**src/design/vfd_cmd_pkg.sv**
```systemverilog
package vfd_cmd_pkg;

    // Clock and timing
    localparam int CLK_HZ = 20_000_000;
    localparam int GAP_MIN_NS = 2000;
    localparam int GAP_MIN_CYC =
        (GAP_MIN_NS * (CLK_HZ / 1_000_000) + 999) / 1000;
    localparam int RST_MIN_NS = 15000;
    localparam int RST_MIN_CYC =
        (RST_MIN_NS * (CLK_HZ / 1_000_000) + 999) / 1000;

    // Scan geometry
    localparam int SCAN_DEPTH = 24;
    localparam int GRIDS = 16;
    localparam int DUTY_STEPS = 255;
    localparam logic [4:0] ADDR_LAST = 5'h17;
    localparam logic [3:0] GRAY_ADDR_END = 4'h8;

    // Reset values and limits
    localparam logic [3:0] TIMING_RST = 4'hf;
    localparam logic [7:0] LEVEL_RST = 8'h00;
    localparam logic [7:0] LEVEL_MAX = 8'hf0;
    localparam logic [7:0] GLYPH_RAM_LAST = 8'h07;

    // Command opcodes
    localparam logic [2:0] OP_EXT_SEG = 3'h3;
    localparam logic [2:0] OP_GRAY = 3'h5;
    localparam logic [2:0] OP_GRAY_EN = 3'h6;
    localparam logic [5:0] OP_TIMING = 6'h38;
    localparam logic [5:0] OP_DIM = 6'h39;
    localparam logic [5:0] OP_LAMP = 6'h3a;
    localparam logic [5:0] OP_STANDBY = 6'h3b;

    // Field positions
    localparam int GEN_DOTS_BIT = 0;
    localparam int GEN_AUX_BIT = 2;
    localparam int LAMP_OFF_POS = 1;
    localparam int LAMP_HIGH_POS = 0;
    localparam logic [3:0] TIMING_16G = 4'hf;

    typedef enum logic [5:0] {
        ST_IDLE = 6'h01,
        ST_EXT = 6'h02,
        ST_TIM = 6'h04,
        ST_DIM = 6'h08,
        ST_GRAY = 6'h10,
        ST_GEN = 6'h20
    } dec_state_t;

    typedef struct packed {
        logic [7:0] data;
        logic first;
    } rx_byte_t;

    typedef struct packed {
        logic dots;
        logic aux;
    } gray_en_t;

endpackage : vfd_cmd_pkg

```
**src/design/vfd_command_decoder.sv**
```systemverilog
`timescale 1ns/1ps
// Summary of operation
// - Opcode 011 with address starts extra-segment writes
// - Extra-segment data auto-increments 00H to 17H
// - Data bit zero sets the auxiliary segment
// - Stored bit drives aux output per timing
// - Opcode 111000 then one display-timing byte
// - Timing byte: bit7 zero, nibble 1111 is 16 grids
// - Reset sets timing to grids 1 to 16
// - Opcode 111001 then one dimming byte
// - Dimming n gives min(n, 240)/255 on-duty
// - Reset clears dimming, gray levels, gray enables
// - Opcode 101 with address then gray bytes
// - Gray address auto-increments 0H to 7H
// - Address 0 dots, 1 aux, rest ignored
// - Opcode 110 with address then enable bytes
// - Enable bit0 dots, bit2 aux
// - Enabled outputs use gray pulse width
// - Opcode 111010 sets lamp off and high bits
// - Opcode 111011 bit zero enters stand-by
// - Codes 00H-07H select the user glyph RAM
// - Reset clears extra-segment RAM to 00H
module vfd_command_decoder (
    input wire logic clk,
    input wire logic srst,
    input wire logic sclk,
    input wire logic si,
    input wire logic cs_n,
    input wire logic [7:0] char_code,
    output logic [15:0] grid_out,
    output logic dot_outputs,
    output logic aux_segment_output,
    output logic glyph_from_ram,
    output logic standby_out
);

    typedef struct packed {
        vfd_cmd_pkg::dec_state_t state;
        logic [4:0] wptr;
        logic [3:0] gaddr;
        logic [3:0] timing;
        logic [7:0] dimming_value;
        logic [7:0] gray_dots;
        logic [7:0] gray_aux;
        logic lamp_off_bit;
        logic lamp_high_bit;
        logic standby_bit;
        logic [3:0] grid_idx;
        logic [7:0] duty;
        logic [15:0] grid;
        logic dots;
        logic aux;
        logic glyph_sel;
    } dec_st_t;

    dec_st_t s_r;
    dec_st_t s_nxt;

    vfd_cmd_pkg::rx_byte_t rx_byte;
    logic rx_valid;
    logic [7:0] rx_data;
    logic data_byte;
    logic ext_we;
    logic gen_we;
    logic [1:0] gen_wdata;
    logic [4:0] raddr;
    logic extra_segment_ram_q;
    vfd_cmd_pkg::gray_en_t gen_q;
    logic blank;
    logic [7:0] width_dots;
    logic [7:0] width_aux;
    logic slot_end;

    function automatic logic [7:0] clamp_level(input logic [7:0] v);
        clamp_level = (v > vfd_cmd_pkg::LEVEL_MAX) ?
            vfd_cmd_pkg::LEVEL_MAX : v;
    endfunction : clamp_level

    function automatic logic [3:0] next_grid(input logic [3:0] idx,
                                             input logic [3:0] last);
        next_grid = (idx >= last) ? 4'h0 : idx + 4'h1;
    endfunction : next_grid

    vfd_serial_rx u_rx (
        .clk(clk),
        .srst(srst),
        .sclk(sclk),
        .si(si),
        .cs_n(cs_n),
        .rx_byte(rx_byte),
        .rx_valid(rx_valid)
    );

    vfd_scan_ram #(.WIDTH(1), .DEPTH(vfd_cmd_pkg::SCAN_DEPTH)) u_ext_ram (
        .clk(clk),
        .srst(srst),
        .we(ext_we),
        .waddr(s_r.wptr),
        .wdata(rx_data[0]),
        .raddr(raddr),
        .rdata(extra_segment_ram_q)
    );

    vfd_scan_ram #(.WIDTH(2), .DEPTH(vfd_cmd_pkg::SCAN_DEPTH)) u_gen_ram (
        .clk(clk),
        .srst(srst),
        .we(gen_we),
        .waddr(s_r.wptr),
        .wdata(gen_wdata),
        .raddr(raddr),
        .rdata(gen_q)
    );

    assign rx_data = rx_byte.data;
    assign data_byte = rx_valid && !rx_byte.first;
    assign slot_end = (s_r.duty == 8'(vfd_cmd_pkg::DUTY_STEPS - 1));
    // Fetch one cycle early so the registered read is ready at slot start
    assign raddr = {1'b0, slot_end ?
        next_grid(s_r.grid_idx, s_r.timing) : s_r.grid_idx};
    assign blank = s_r.standby_bit || s_r.lamp_off_bit;
    assign width_dots = gen_q.dots ? clamp_level(s_r.gray_dots) :
        clamp_level(s_r.dimming_value);
    assign width_aux = gen_q.aux ? clamp_level(s_r.gray_aux) :
        clamp_level(s_r.dimming_value);
    assign gen_wdata = {rx_data[vfd_cmd_pkg::GEN_DOTS_BIT],
                        rx_data[vfd_cmd_pkg::GEN_AUX_BIT]};

    always_comb begin
        s_nxt = s_r;
        ext_we = 1'b0;
        gen_we = 1'b0;
        if (rx_valid && rx_byte.first) begin
            // A command byte always wins over a running sequence
            s_nxt.state = vfd_cmd_pkg::ST_IDLE;
            case (rx_data[7:5])
                vfd_cmd_pkg::OP_EXT_SEG: begin
                    s_nxt.state = vfd_cmd_pkg::ST_EXT;
                    s_nxt.wptr = rx_data[4:0];
                end
                vfd_cmd_pkg::OP_GRAY: begin
                    s_nxt.state = vfd_cmd_pkg::ST_GRAY;
                    s_nxt.gaddr = {1'b0, rx_data[2:0]};
                end
                vfd_cmd_pkg::OP_GRAY_EN: begin
                    s_nxt.state = vfd_cmd_pkg::ST_GEN;
                    s_nxt.wptr = rx_data[4:0];
                end
                default: begin
                    case (rx_data[7:2])
                        vfd_cmd_pkg::OP_TIMING: begin
                            s_nxt.state = vfd_cmd_pkg::ST_TIM;
                        end
                        vfd_cmd_pkg::OP_DIM: begin
                            s_nxt.state = vfd_cmd_pkg::ST_DIM;
                        end
                        vfd_cmd_pkg::OP_LAMP: begin
                            s_nxt.lamp_off_bit =
                                rx_data[vfd_cmd_pkg::LAMP_OFF_POS];
                            s_nxt.lamp_high_bit =
                                rx_data[vfd_cmd_pkg::LAMP_HIGH_POS];
                        end
                        vfd_cmd_pkg::OP_STANDBY: begin
                            s_nxt.standby_bit = rx_data[0];
                        end
                        default: begin
                            s_nxt.state = vfd_cmd_pkg::ST_IDLE;
                        end
                    endcase
                end
            endcase
        end else if (data_byte) begin
            case (s_r.state)
                vfd_cmd_pkg::ST_EXT: begin
                    // Writes past 17H are dropped rather than wrapped
                    if (s_r.wptr <= vfd_cmd_pkg::ADDR_LAST) begin
                        ext_we = 1'b1;
                        s_nxt.wptr = s_r.wptr + 5'h1;
                    end
                end
                vfd_cmd_pkg::ST_GEN: begin
                    if (s_r.wptr <= vfd_cmd_pkg::ADDR_LAST) begin
                        gen_we = 1'b1;
                        s_nxt.wptr = s_r.wptr + 5'h1;
                    end
                end
                vfd_cmd_pkg::ST_GRAY: begin
                    if (s_r.gaddr == 4'h0) begin
                        s_nxt.gray_dots = rx_data;
                    end
                    if (s_r.gaddr == 4'h1) begin
                        s_nxt.gray_aux = rx_data;
                    end
                    if (s_r.gaddr != vfd_cmd_pkg::GRAY_ADDR_END) begin
                        s_nxt.gaddr = s_r.gaddr + 4'h1;
                    end
                end
                vfd_cmd_pkg::ST_TIM: begin
                    if (!rx_data[7]) begin
                        s_nxt.timing = rx_data[3:0];
                    end
                    s_nxt.state = vfd_cmd_pkg::ST_IDLE;
                end
                vfd_cmd_pkg::ST_DIM: begin
                    s_nxt.dimming_value = rx_data;
                    s_nxt.state = vfd_cmd_pkg::ST_IDLE;
                end
                default: begin
                    s_nxt.state = vfd_cmd_pkg::ST_IDLE;
                end
            endcase
        end

        // Grid scan: each slot is split into 255 duty steps
        if (slot_end) begin
            s_nxt.duty = 8'h00;
            s_nxt.grid_idx = next_grid(s_r.grid_idx, s_r.timing);
        end else begin
            s_nxt.duty = s_r.duty + 8'h01;
        end
        s_nxt.grid = blank ? 16'h0000 : (16'h0001 << s_r.grid_idx);
        s_nxt.dots = !blank &&
            (s_r.lamp_high_bit || s_r.duty < width_dots);
        s_nxt.aux = !blank && extra_segment_ram_q &&
            (s_r.lamp_high_bit || s_r.duty < width_aux);
        s_nxt.glyph_sel =
            (char_code <= vfd_cmd_pkg::GLYPH_RAM_LAST);
    end

    always_ff @(posedge clk) begin
        if (srst) begin
            s_r <= '0;
            s_r.state <= vfd_cmd_pkg::ST_IDLE;
            s_r.timing <= vfd_cmd_pkg::TIMING_RST;
            s_r.dimming_value <= vfd_cmd_pkg::LEVEL_RST;
            s_r.gray_dots <= vfd_cmd_pkg::LEVEL_RST;
            s_r.gray_aux <= vfd_cmd_pkg::LEVEL_RST;
            s_r.lamp_off_bit <= 1'b1;
        end else begin
            s_r <= s_nxt;
        end
    end

    assign grid_out = s_r.grid;
    assign dot_outputs = s_r.dots;
    assign aux_segment_output = s_r.aux;
    assign glyph_from_ram = s_r.glyph_sel;
    assign standby_out = s_r.standby_bit;

    property p_reset_dark;
        @(posedge clk) disable iff (1'b0)
        srst |=> grid_out == 16'h0000 && !dot_outputs && !aux_segment_output
            && s_r.timing == vfd_cmd_pkg::TIMING_16G;
    endproperty
    a_reset_dark: assert property (p_reset_dark)
        else $error("outputs not dark or timing wrong after reset");

    property p_dim_store;
        @(posedge clk) disable iff (srst)
        (data_byte && s_r.state == vfd_cmd_pkg::ST_DIM)
            |=> s_r.dimming_value == $past(rx_data)
                && s_r.state == vfd_cmd_pkg::ST_IDLE;
    endproperty
    a_dim_store: assert property (p_dim_store)
        else $error("dimming byte not stored");

    property p_ext_inc;
        @(posedge clk) disable iff (srst)
        (data_byte && s_r.state == vfd_cmd_pkg::ST_EXT
            && s_r.wptr <= vfd_cmd_pkg::ADDR_LAST)
            |-> ext_we ##1 s_r.wptr == $past(s_r.wptr) + 5'h1;
    endproperty
    a_ext_inc: assert property (p_ext_inc)
        else $error("extra-segment address did not advance");

    property p_ext_stop;
        @(posedge clk) disable iff (srst)
        (s_r.wptr > vfd_cmd_pkg::ADDR_LAST && !(rx_valid && rx_byte.first))
            |-> !ext_we && !gen_we;
    endproperty
    a_ext_stop: assert property (p_ext_stop)
        else $error("write beyond last scan address");

    property p_gray_ignore;
        @(posedge clk) disable iff (srst)
        (data_byte && s_r.state == vfd_cmd_pkg::ST_GRAY && s_r.gaddr > 4'h1)
            |=> $stable(s_r.gray_dots) && $stable(s_r.gray_aux);
    endproperty
    a_gray_ignore: assert property (p_gray_ignore)
        else $error("gray write to unused address took effect");

    property p_standby_blank;
        @(posedge clk) disable iff (srst)
        (rx_valid && rx_byte.first && rx_data == 8'hed)
            |=> standby_out ##1 (grid_out == 16'h0000 && !dot_outputs);
    endproperty
    a_standby_blank: assert property (p_standby_blank)
        else $error("stand-by did not blank the display");

    property p_dim_duty;
        @(posedge clk) disable iff (srst)
        (!blank && !s_r.lamp_high_bit && !gen_q.dots
            && s_r.duty >= clamp_level(s_r.dimming_value))
            |=> !dot_outputs;
    endproperty
    a_dim_duty: assert property (p_dim_duty)
        else $error("dots lit past the dimming width");

    property p_restart;
        @(posedge clk) disable iff (srst)
        (rx_valid && rx_byte.first && rx_data[7:2] == vfd_cmd_pkg::OP_LAMP)
            |=> s_r.state == vfd_cmd_pkg::ST_IDLE
                && s_r.lamp_off_bit == $past(rx_data[1]);
    endproperty
    a_restart: assert property (p_restart)
        else $error("command byte did not restart decoding");

    property p_glyph;
        @(posedge clk) disable iff (srst)
        (char_code > vfd_cmd_pkg::GLYPH_RAM_LAST) |=> !glyph_from_ram;
    endproperty
    a_glyph: assert property (p_glyph)
        else $error("fixed glyph code routed to glyph RAM");

    property p_timing_keep;
        @(posedge clk) disable iff (srst)
        (data_byte && s_r.state == vfd_cmd_pkg::ST_TIM && rx_data[7])
            |=> $stable(s_r.timing) && s_r.state == vfd_cmd_pkg::ST_IDLE;
    endproperty
    a_timing_keep: assert property (p_timing_keep)
        else $error("timing byte with bit seven set was applied");

    property p_gray_inc;
        @(posedge clk) disable iff (srst)
        (data_byte && s_r.state == vfd_cmd_pkg::ST_GRAY
            && s_r.gaddr != vfd_cmd_pkg::GRAY_ADDR_END)
            |=> s_r.gaddr == $past(s_r.gaddr) + 4'h1;
    endproperty
    a_gray_inc: assert property (p_gray_inc)
        else $error("gray address did not advance");

    property p_gen_inc;
        @(posedge clk) disable iff (srst)
        (data_byte && s_r.state == vfd_cmd_pkg::ST_GEN
            && s_r.wptr <= vfd_cmd_pkg::ADDR_LAST)
            |-> gen_we ##1 s_r.wptr == $past(s_r.wptr) + 5'h1;
    endproperty
    a_gen_inc: assert property (p_gen_inc)
        else $error("gray enable address did not advance");

    property p_lamp_full;
        @(posedge clk) disable iff (srst)
        (!blank && s_r.lamp_high_bit) |=> dot_outputs;
    endproperty
    a_lamp_full: assert property (p_lamp_full)
        else $error("high lamp bit did not light the dots fully");

endmodule : vfd_command_decoder

```
**src/design/vfd_scan_ram.sv**
```systemverilog
`timescale 1ns/1ps
module vfd_scan_ram #(
    parameter int WIDTH = 1,
    parameter int DEPTH = 24
) (
    input wire logic clk,
    input wire logic srst,
    input wire logic we,
    input wire logic [4:0] waddr,
    input wire logic [WIDTH-1:0] wdata,
    input wire logic [4:0] raddr,
    output logic [WIDTH-1:0] rdata
);

    if (DEPTH < 1 || DEPTH > 32 || WIDTH < 1) begin : g_check
        $error("vfd_scan_ram: unsupported geometry");
    end

    typedef struct packed {
        logic [DEPTH-1:0][WIDTH-1:0] mem;
        logic [WIDTH-1:0] rd;
    } ram_state_t;

    ram_state_t s_r;
    ram_state_t s_nxt;

    always_comb begin
        s_nxt = s_r;
        if (we && int'(waddr) < DEPTH) begin
            s_nxt.mem[waddr] = wdata;
        end
        s_nxt.rd = (int'(raddr) < DEPTH) ? s_r.mem[raddr] : '0;
    end

    // Whole array clears at reset so every entry starts at zero
    always_ff @(posedge clk) begin
        if (srst) begin
            s_r <= '0;
        end else begin
            s_r <= s_nxt;
        end
    end

    assign rdata = s_r.rd;

endmodule : vfd_scan_ram

```
**src/design/vfd_serial_rx.sv**
```systemverilog
`timescale 1ns/1ps
module vfd_serial_rx (
    input wire logic clk,
    input wire logic srst,
    input wire logic sclk,
    input wire logic si,
    input wire logic cs_n,
    output vfd_cmd_pkg::rx_byte_t rx_byte,
    output logic rx_valid
);

    typedef struct packed {
        logic [2:0] sync1;
        logic [2:0] sync2;
        logic sclk_d;
        logic [7:0] shift;
        logic [2:0] cnt;
        logic first;
        vfd_cmd_pkg::rx_byte_t out;
        logic valid;
    } rx_state_t;

    rx_state_t s_r;
    rx_state_t s_nxt;
    logic [7:0] shifted;

    // Pins sampled LSB first on the rising edge of the link clock
    always_comb begin
        s_nxt = s_r;
        shifted = {s_r.sync2[1], s_r.shift[7:1]};
        s_nxt.sync1 = {cs_n, si, sclk};
        s_nxt.sync2 = s_r.sync1;
        s_nxt.sclk_d = s_r.sync2[0];
        s_nxt.valid = 1'b0;
        if (s_r.sync2[2]) begin
            // Idle frame: next byte is a command byte
            s_nxt.cnt = 3'h0;
            s_nxt.first = 1'b1;
        end else if (s_r.sync2[0] && !s_r.sclk_d) begin
            s_nxt.shift = shifted;
            s_nxt.cnt = s_r.cnt + 3'h1;
            if (s_r.cnt == 3'h7) begin
                s_nxt.out = '{data: shifted, first: s_r.first};
                s_nxt.valid = 1'b1;
                s_nxt.first = 1'b0;
            end
        end
    end

    always_ff @(posedge clk) begin
        if (srst) begin
            s_r <= '0;
            s_r.sync1 <= 3'h7;
            s_r.sync2 <= 3'h7;
            s_r.first <= 1'b1;
        end else begin
            s_r <= s_nxt;
        end
    end

    assign rx_byte = s_r.out;
    assign rx_valid = s_r.valid;

endmodule : vfd_serial_rx
```
**config.mk**
```make
export PLATFORM = sky130hd
export DESIGN_NAME = vfd_command_decoder
export DESIGN_NICKNAME = d
export VERILOG_FILES = /design/src/design/vfd_cmd_pkg.sv /design/src/design/vfd_command_decoder.sv /design/src/design/vfd_scan_ram.sv /design/src/design/vfd_serial_rx.sv
export SDC_FILE = /design/constraint.sdc
export NUM_CORES = 1
export LEC_CHECK = 0
export ABC_CLOCK_PERIOD_IN_PS = 3700
export BUFFER_PORTS_ARGS = -buffer_cell sky130_fd_sc_hd__buf_2
export CAP_MARGIN = 40
export CORE_UTILIZATION = 49
export DETAILED_ROUTE_END_ITERATION = 16
export GPL_TIMING_DRIVEN = 0
export HOLD_SLACK_MARGIN = 0.08
export PLACE_DENSITY_LB_ADDON = 0.3
export SLEW_MARGIN = 20
export SYNTH_ARGS = -nofsm -noshare
export SYNTH_HDL_FRONTEND = slang
export SYNTH_SLANG_ARGS = --single-unit
```
**constraint.sdc**
```tcl
create_clock -name clk -period 3.7 [get_ports clk]
set_input_delay 0.555 -clock clk [delete_from_list [all_inputs] [get_ports clk]]
set_output_delay 0.555 -clock clk [all_outputs]
set_load 0.1 [all_outputs]
```
==> results_dict.tcl <==
set metrics [dict create \
    worst_ep_arrival_time_ns 3.35 \
    clock_transition_at_the_register_clock_pins_on_the_worst_setup_and_hold_paths_after_cts_ns 0.06 \
    ys.flop_type "sky130_fd_sc_hd__dfxtp_1" \
    cellInternalPower_mw 2.71 \
    cts_setup_buffers 0 \
    die-area_sq_um 15800 \
    yosys.area_share.xor_xnor_pct 1.28 \
    timing.clock.skew_ns 0.0138 \
    core-area_sq_um 14800 \
    syn-cell-area_sq_um 7500 \
    final-seq-area_sq_um 3120 \
    detailed_place_hpwl_mm 13.1 \
    ioPinCount 33 \
    floorplan.die.height_um 126 \
    ant_nets_after_route 0 \
    count_of_hold_buffers_inserted_by_post_cts_repair 0 \
    power.combinational.fraction_pct 2.2 \
    cellLeakagePower_nw 3.54 \
    dominant_combinational_cell_family_by_area_after_synthesis "simple AND/OR/NAND/NOR gates" \
    finalWorstPathRequiredPeriod_ns 3.05 \
    largest_net_degree_at_the_start_of_global_routing 17 \
    hp-class "in -> reg" \
    wire_length_of_the_first_global_routing_pass_mm 30.4 \
    placement.setup.worst_slack_ns 0.680 \
    endpoint_kind "flop" \
    drt_iter0_drc 547 \
    first_pass_iters 6 \
    vias 6292 \
    grt.overflow.total 0 \
    power.net_switching_uw 775 \
    setup_tns_final_ns 0 \
    worst-path-max-fanout 10 \
    cts_buffer_depth 2 \
    run_status "finished clean" \
    setup_violations 0 \
    final.setup.worst_slack_ns 0.647 \
    post_synth_fa_ha_maj_area_fraction_pct 5.84 \
    rows 44 \
    tightest_slew_ns 0.879 \
    number_of_enable_type_register_cells_in_the_synthesized_netlist 0 \
    muxShareOfSynthArea_pct 10.2 \
    final_hold_viol_count 0 \
    synth_async_sr_flop_share_pct 0 \
    timing.setup.critical_path_class "reg -> reg" \
    multi_input_area_sq_um 3940 \
    seq_power_share_pct 48.7 \
    first_global_vias 5820 \
    htree_levels 4 \
    ys_types 69 \
    nFillCells 1345 \
    timing.final.crit_share_pct 82.5 \
    drive_above_1_share_pct 12.7 \
    place.port_buffers 29 \
    floorplan.initialDensity_pct 50.9 \
    clock_power_share_pct 49.2 \
    max_cap_viol_count 0 \
    pwr_density_nw_per_um2 412 \
    maxClockFrequency_mhz 328 \
    worstPathRequired_ns 4.00 \
    grt_setup_unrepaired "false" \
    post_synth_inst_count 842 \
    ys.warnings.count 0 \
    yosys.area_share.simple_pct 20.4 \
    cts_num_sinks 156 \
    netSwitchingFraction_pct 22.2 \
    cts_tree "done" \
    area_growth_syn_to_layout_pct 12.8 \
    cts_made_buffers 17 \
    postSynthRegisterBits 156 \
    synth_compound_gate_area_share_pct 14.8 \
    vias_per_cell 5.78 \
    floorplan_die_width_um 126 \
    antenna_cells_inserted 0 \
    finalNetCount 940 \
    routabilityCongestion 0.851 \
    avgSynthCellArea_sq_um 8.91 \
    globalRouteTotalUtil_pct 24.5 \
    maxSlewHeadroom_pct 41.0 \
    drcViolationCount 0 \
    max_rail_drop_vdd_mv 0.349 \
    seq_area_frac_synth_pct 41.6 \
    start_kind "flop" \
    clk-insertion-delay-late_ns 0.44 \
    initial_antenna_violation_count 0 \
    syn_nets 890 \
    cts_root_buf "sky130_fd_sc_hd__clkbuf_16" \
    total_length_of_routed_wires_mm 18.6 \
    ctsResizeCount 0 \
    wl_per_cell_um 17.1 \
    slew_viol_final 0 \
]
[Yosys cell counts (7+ instances only)]
cell,instances,share of area [%]
sky130_fd_sc_hd__a21o_1,8,0.80
sky130_fd_sc_hd__nor3_1,19,1.3
sky130_fd_sc_hd__nand4_1,17,1.4
sky130_fd_sc_hd__nand2_1,45,2.3
sky130_fd_sc_hd__a22oi_1,10,1.0
sky130_fd_sc_hd__and3_1,20,1.7
sky130_fd_sc_hd__dfxtp_1,156,42
sky130_fd_sc_hd__nand3_1,44,2.9
sky130_fd_sc_hd__nand2b_1,7,0.58
sky130_fd_sc_hd__nor2_1,115,5.8
sky130_fd_sc_hd__mux2i_1,70,9.3
sky130_fd_sc_hd__a32oi_1,10,1.2
sky130_fd_sc_hd__ha_1,35,5.8
sky130_fd_sc_hd__buf_4,18,1.8
sky130_fd_sc_hd__inv_1,22,1.1
sky130_fd_sc_hd__buf_2,7,0.47
sky130_fd_sc_hd__or2_2,8,0.67
sky130_fd_sc_hd__o21ai_0,39,2.6
sky130_fd_sc_hd__a21oi_1,42,2.8
sky130_fd_sc_hd__clkbuf_1,42,2.1
[cell families (layout without fill, tap and decap cells)]
group / Yosys count / after routing
compound gates: 163 / 163
flops: 156 / 156
fa+ha+maj: 35 / 35
buf+inv: 92 / 155
simple gates: 309 / 309
mux: 76 / 76
xor+xnor: 11 / 11
[routing by layer]
metal | global-route usage (%) | vias up | routed length (um)
met5 | 0 | - | 0
met4 | 9.14 | 0 | 377
met3 | 5.10 | 33 | 1100
met2 | 40.0 | 218 | 8630
met1 | 32.0 | 2950 | 8480
li1 | - | 3091 | -
[cell usage in the layout, fill, tap and decap left out, drive strengths merged, types with 4 or more instances in the layout]
| cell | Yosys | final |
|---|---|---|
| a211oi | 5 | 5 |
| nand2b | 8 | 8 |
| ha | 35 | 35 |
| a21oi | 42 | 42 |
| nor3 | 19 | 19 |
| nor2 | 116 | 116 |
| nand4 | 18 | 18 |
| mux2 | 6 | 6 |
| mux2i | 70 | 70 |
| clkinv | 0 | 5 |
| a22oi | 10 | 10 |
| o21ai | 43 | 43 |
| dfxtp | 156 | 156 |
| o21a | 4 | 4 |
| a31oi | 6 | 6 |
| a32o | 6 | 6 |
| a32oi | 10 | 10 |
| or2 | 9 | 9 |
| xor2 | 6 | 6 |
| nor2b | 5 | 5 |
| and2 | 6 | 6 |
| nand2 | 48 | 48 |
| a211o | 5 | 5 |
| a21o | 8 | 8 |
| buf | 28 | 59 |
| and3 | 20 | 20 |
| nand3 | 44 | 44 |
| inv | 22 | 24 |
| clkbuf | 42 | 62 |
| xnor2 | 5 | 5 |
[path summary, 6_finish.rpt]
path	start	to	slack [ns]	cells after the start
max	s_r[27]$_SDFF_PP0_	u_gen_ram.rdata[0]$_SDFF_PP0_	0.65	10
min	char_code[3]	glyph_from_ram$_SDFF_PP0_	0.28	2
max reg2reg	s_r[27]$_SDFF_PP0_	u_gen_ram.rdata[0]$_SDFF_PP0_	0.65	10
min reg2reg	u_rx.s_nxt[24]$_SDFF_PP1_	u_rx.s_r[24]$_SDFF_PP1_	0.41	1
[metrics by stage]
stage	utilization (%)	instance area (sq um)	std cells	hold slack [ns]	power (mW)
6_report	57.4	8470	1089	0.279	3.49
5_1_grt	57.4	8470	1089	0.275	3.60
4_1_cts	57.4	8470	1089	0.270	3.51
3_5_place_dp	53.5	7890	1057	0.394	1.81
3_3_place_gp	53.4	7880	1055	0.391	1.81
2_1_floorplan	-	7500	842	0.389	1.78
[worst max-delay path, cell delays in order, from the launching register on]
cell	delay, ns
sky130_fd_sc_hd__dfxtp_1	0.42
sky130_fd_sc_hd__inv_1	0.17
sky130_fd_sc_hd__ha_1	0.32
sky130_fd_sc_hd__nand2b_4	0.14
sky130_fd_sc_hd__a2111oi_4	0.54
sky130_fd_sc_hd__o211ai_1	0.22
sky130_fd_sc_hd__buf_2	0.25
sky130_fd_sc_hd__nand2_4	0.13
sky130_fd_sc_hd__mux2_2	0.36
sky130_fd_sc_hd__a211oi_1	0.24
sky130_fd_sc_hd__o22ai_1	0.13
[flip-flops by register name, indices dropped and copies added (netlist names)]
name                cells
aux_segment_output      1
dot_outputs             1
glyph_from_ram          1
grid_out               16
s_r                    57
standby_out             1
u_ext_ram.rdata         1
u_ext_ram.s_r          16
u_gen_ram.rdata         2
u_gen_ram.s_r          32
u_rx.rx_byte            9
u_rx.rx_valid           1
u_rx.s_nxt              4
u_rx.s_r               14
[cell type report]
| class | instances | share of cell area, % |
|---|---|---|
| clock inverters | 12 | 1.66 |
| clock buffers | 20 | 5.16 |
| multi-input cells | 594 | 46.6 |
| inverters | 22 | 0.975 |
| well taps | 184 | 2.72 |
| plain buffers | 70 | 4.18 |
| repair buffers | 31 | 1.83 |
| flip-flops and latches | 156 | 36.9 |
[power by group through the flow]
stage,Combinational [mW],Clock [mW],Sequential (mW)
detailed placement,0.0763,0,1.73
global route,0.0856,1.82,1.70
global placement,0.0751,0,1.73
CTS,0.0770,1.74,1.70
floorplan,0.0488,0,1.73
finish,0.0762,1.71,1.70
Power figures use the tool's default switching activity.
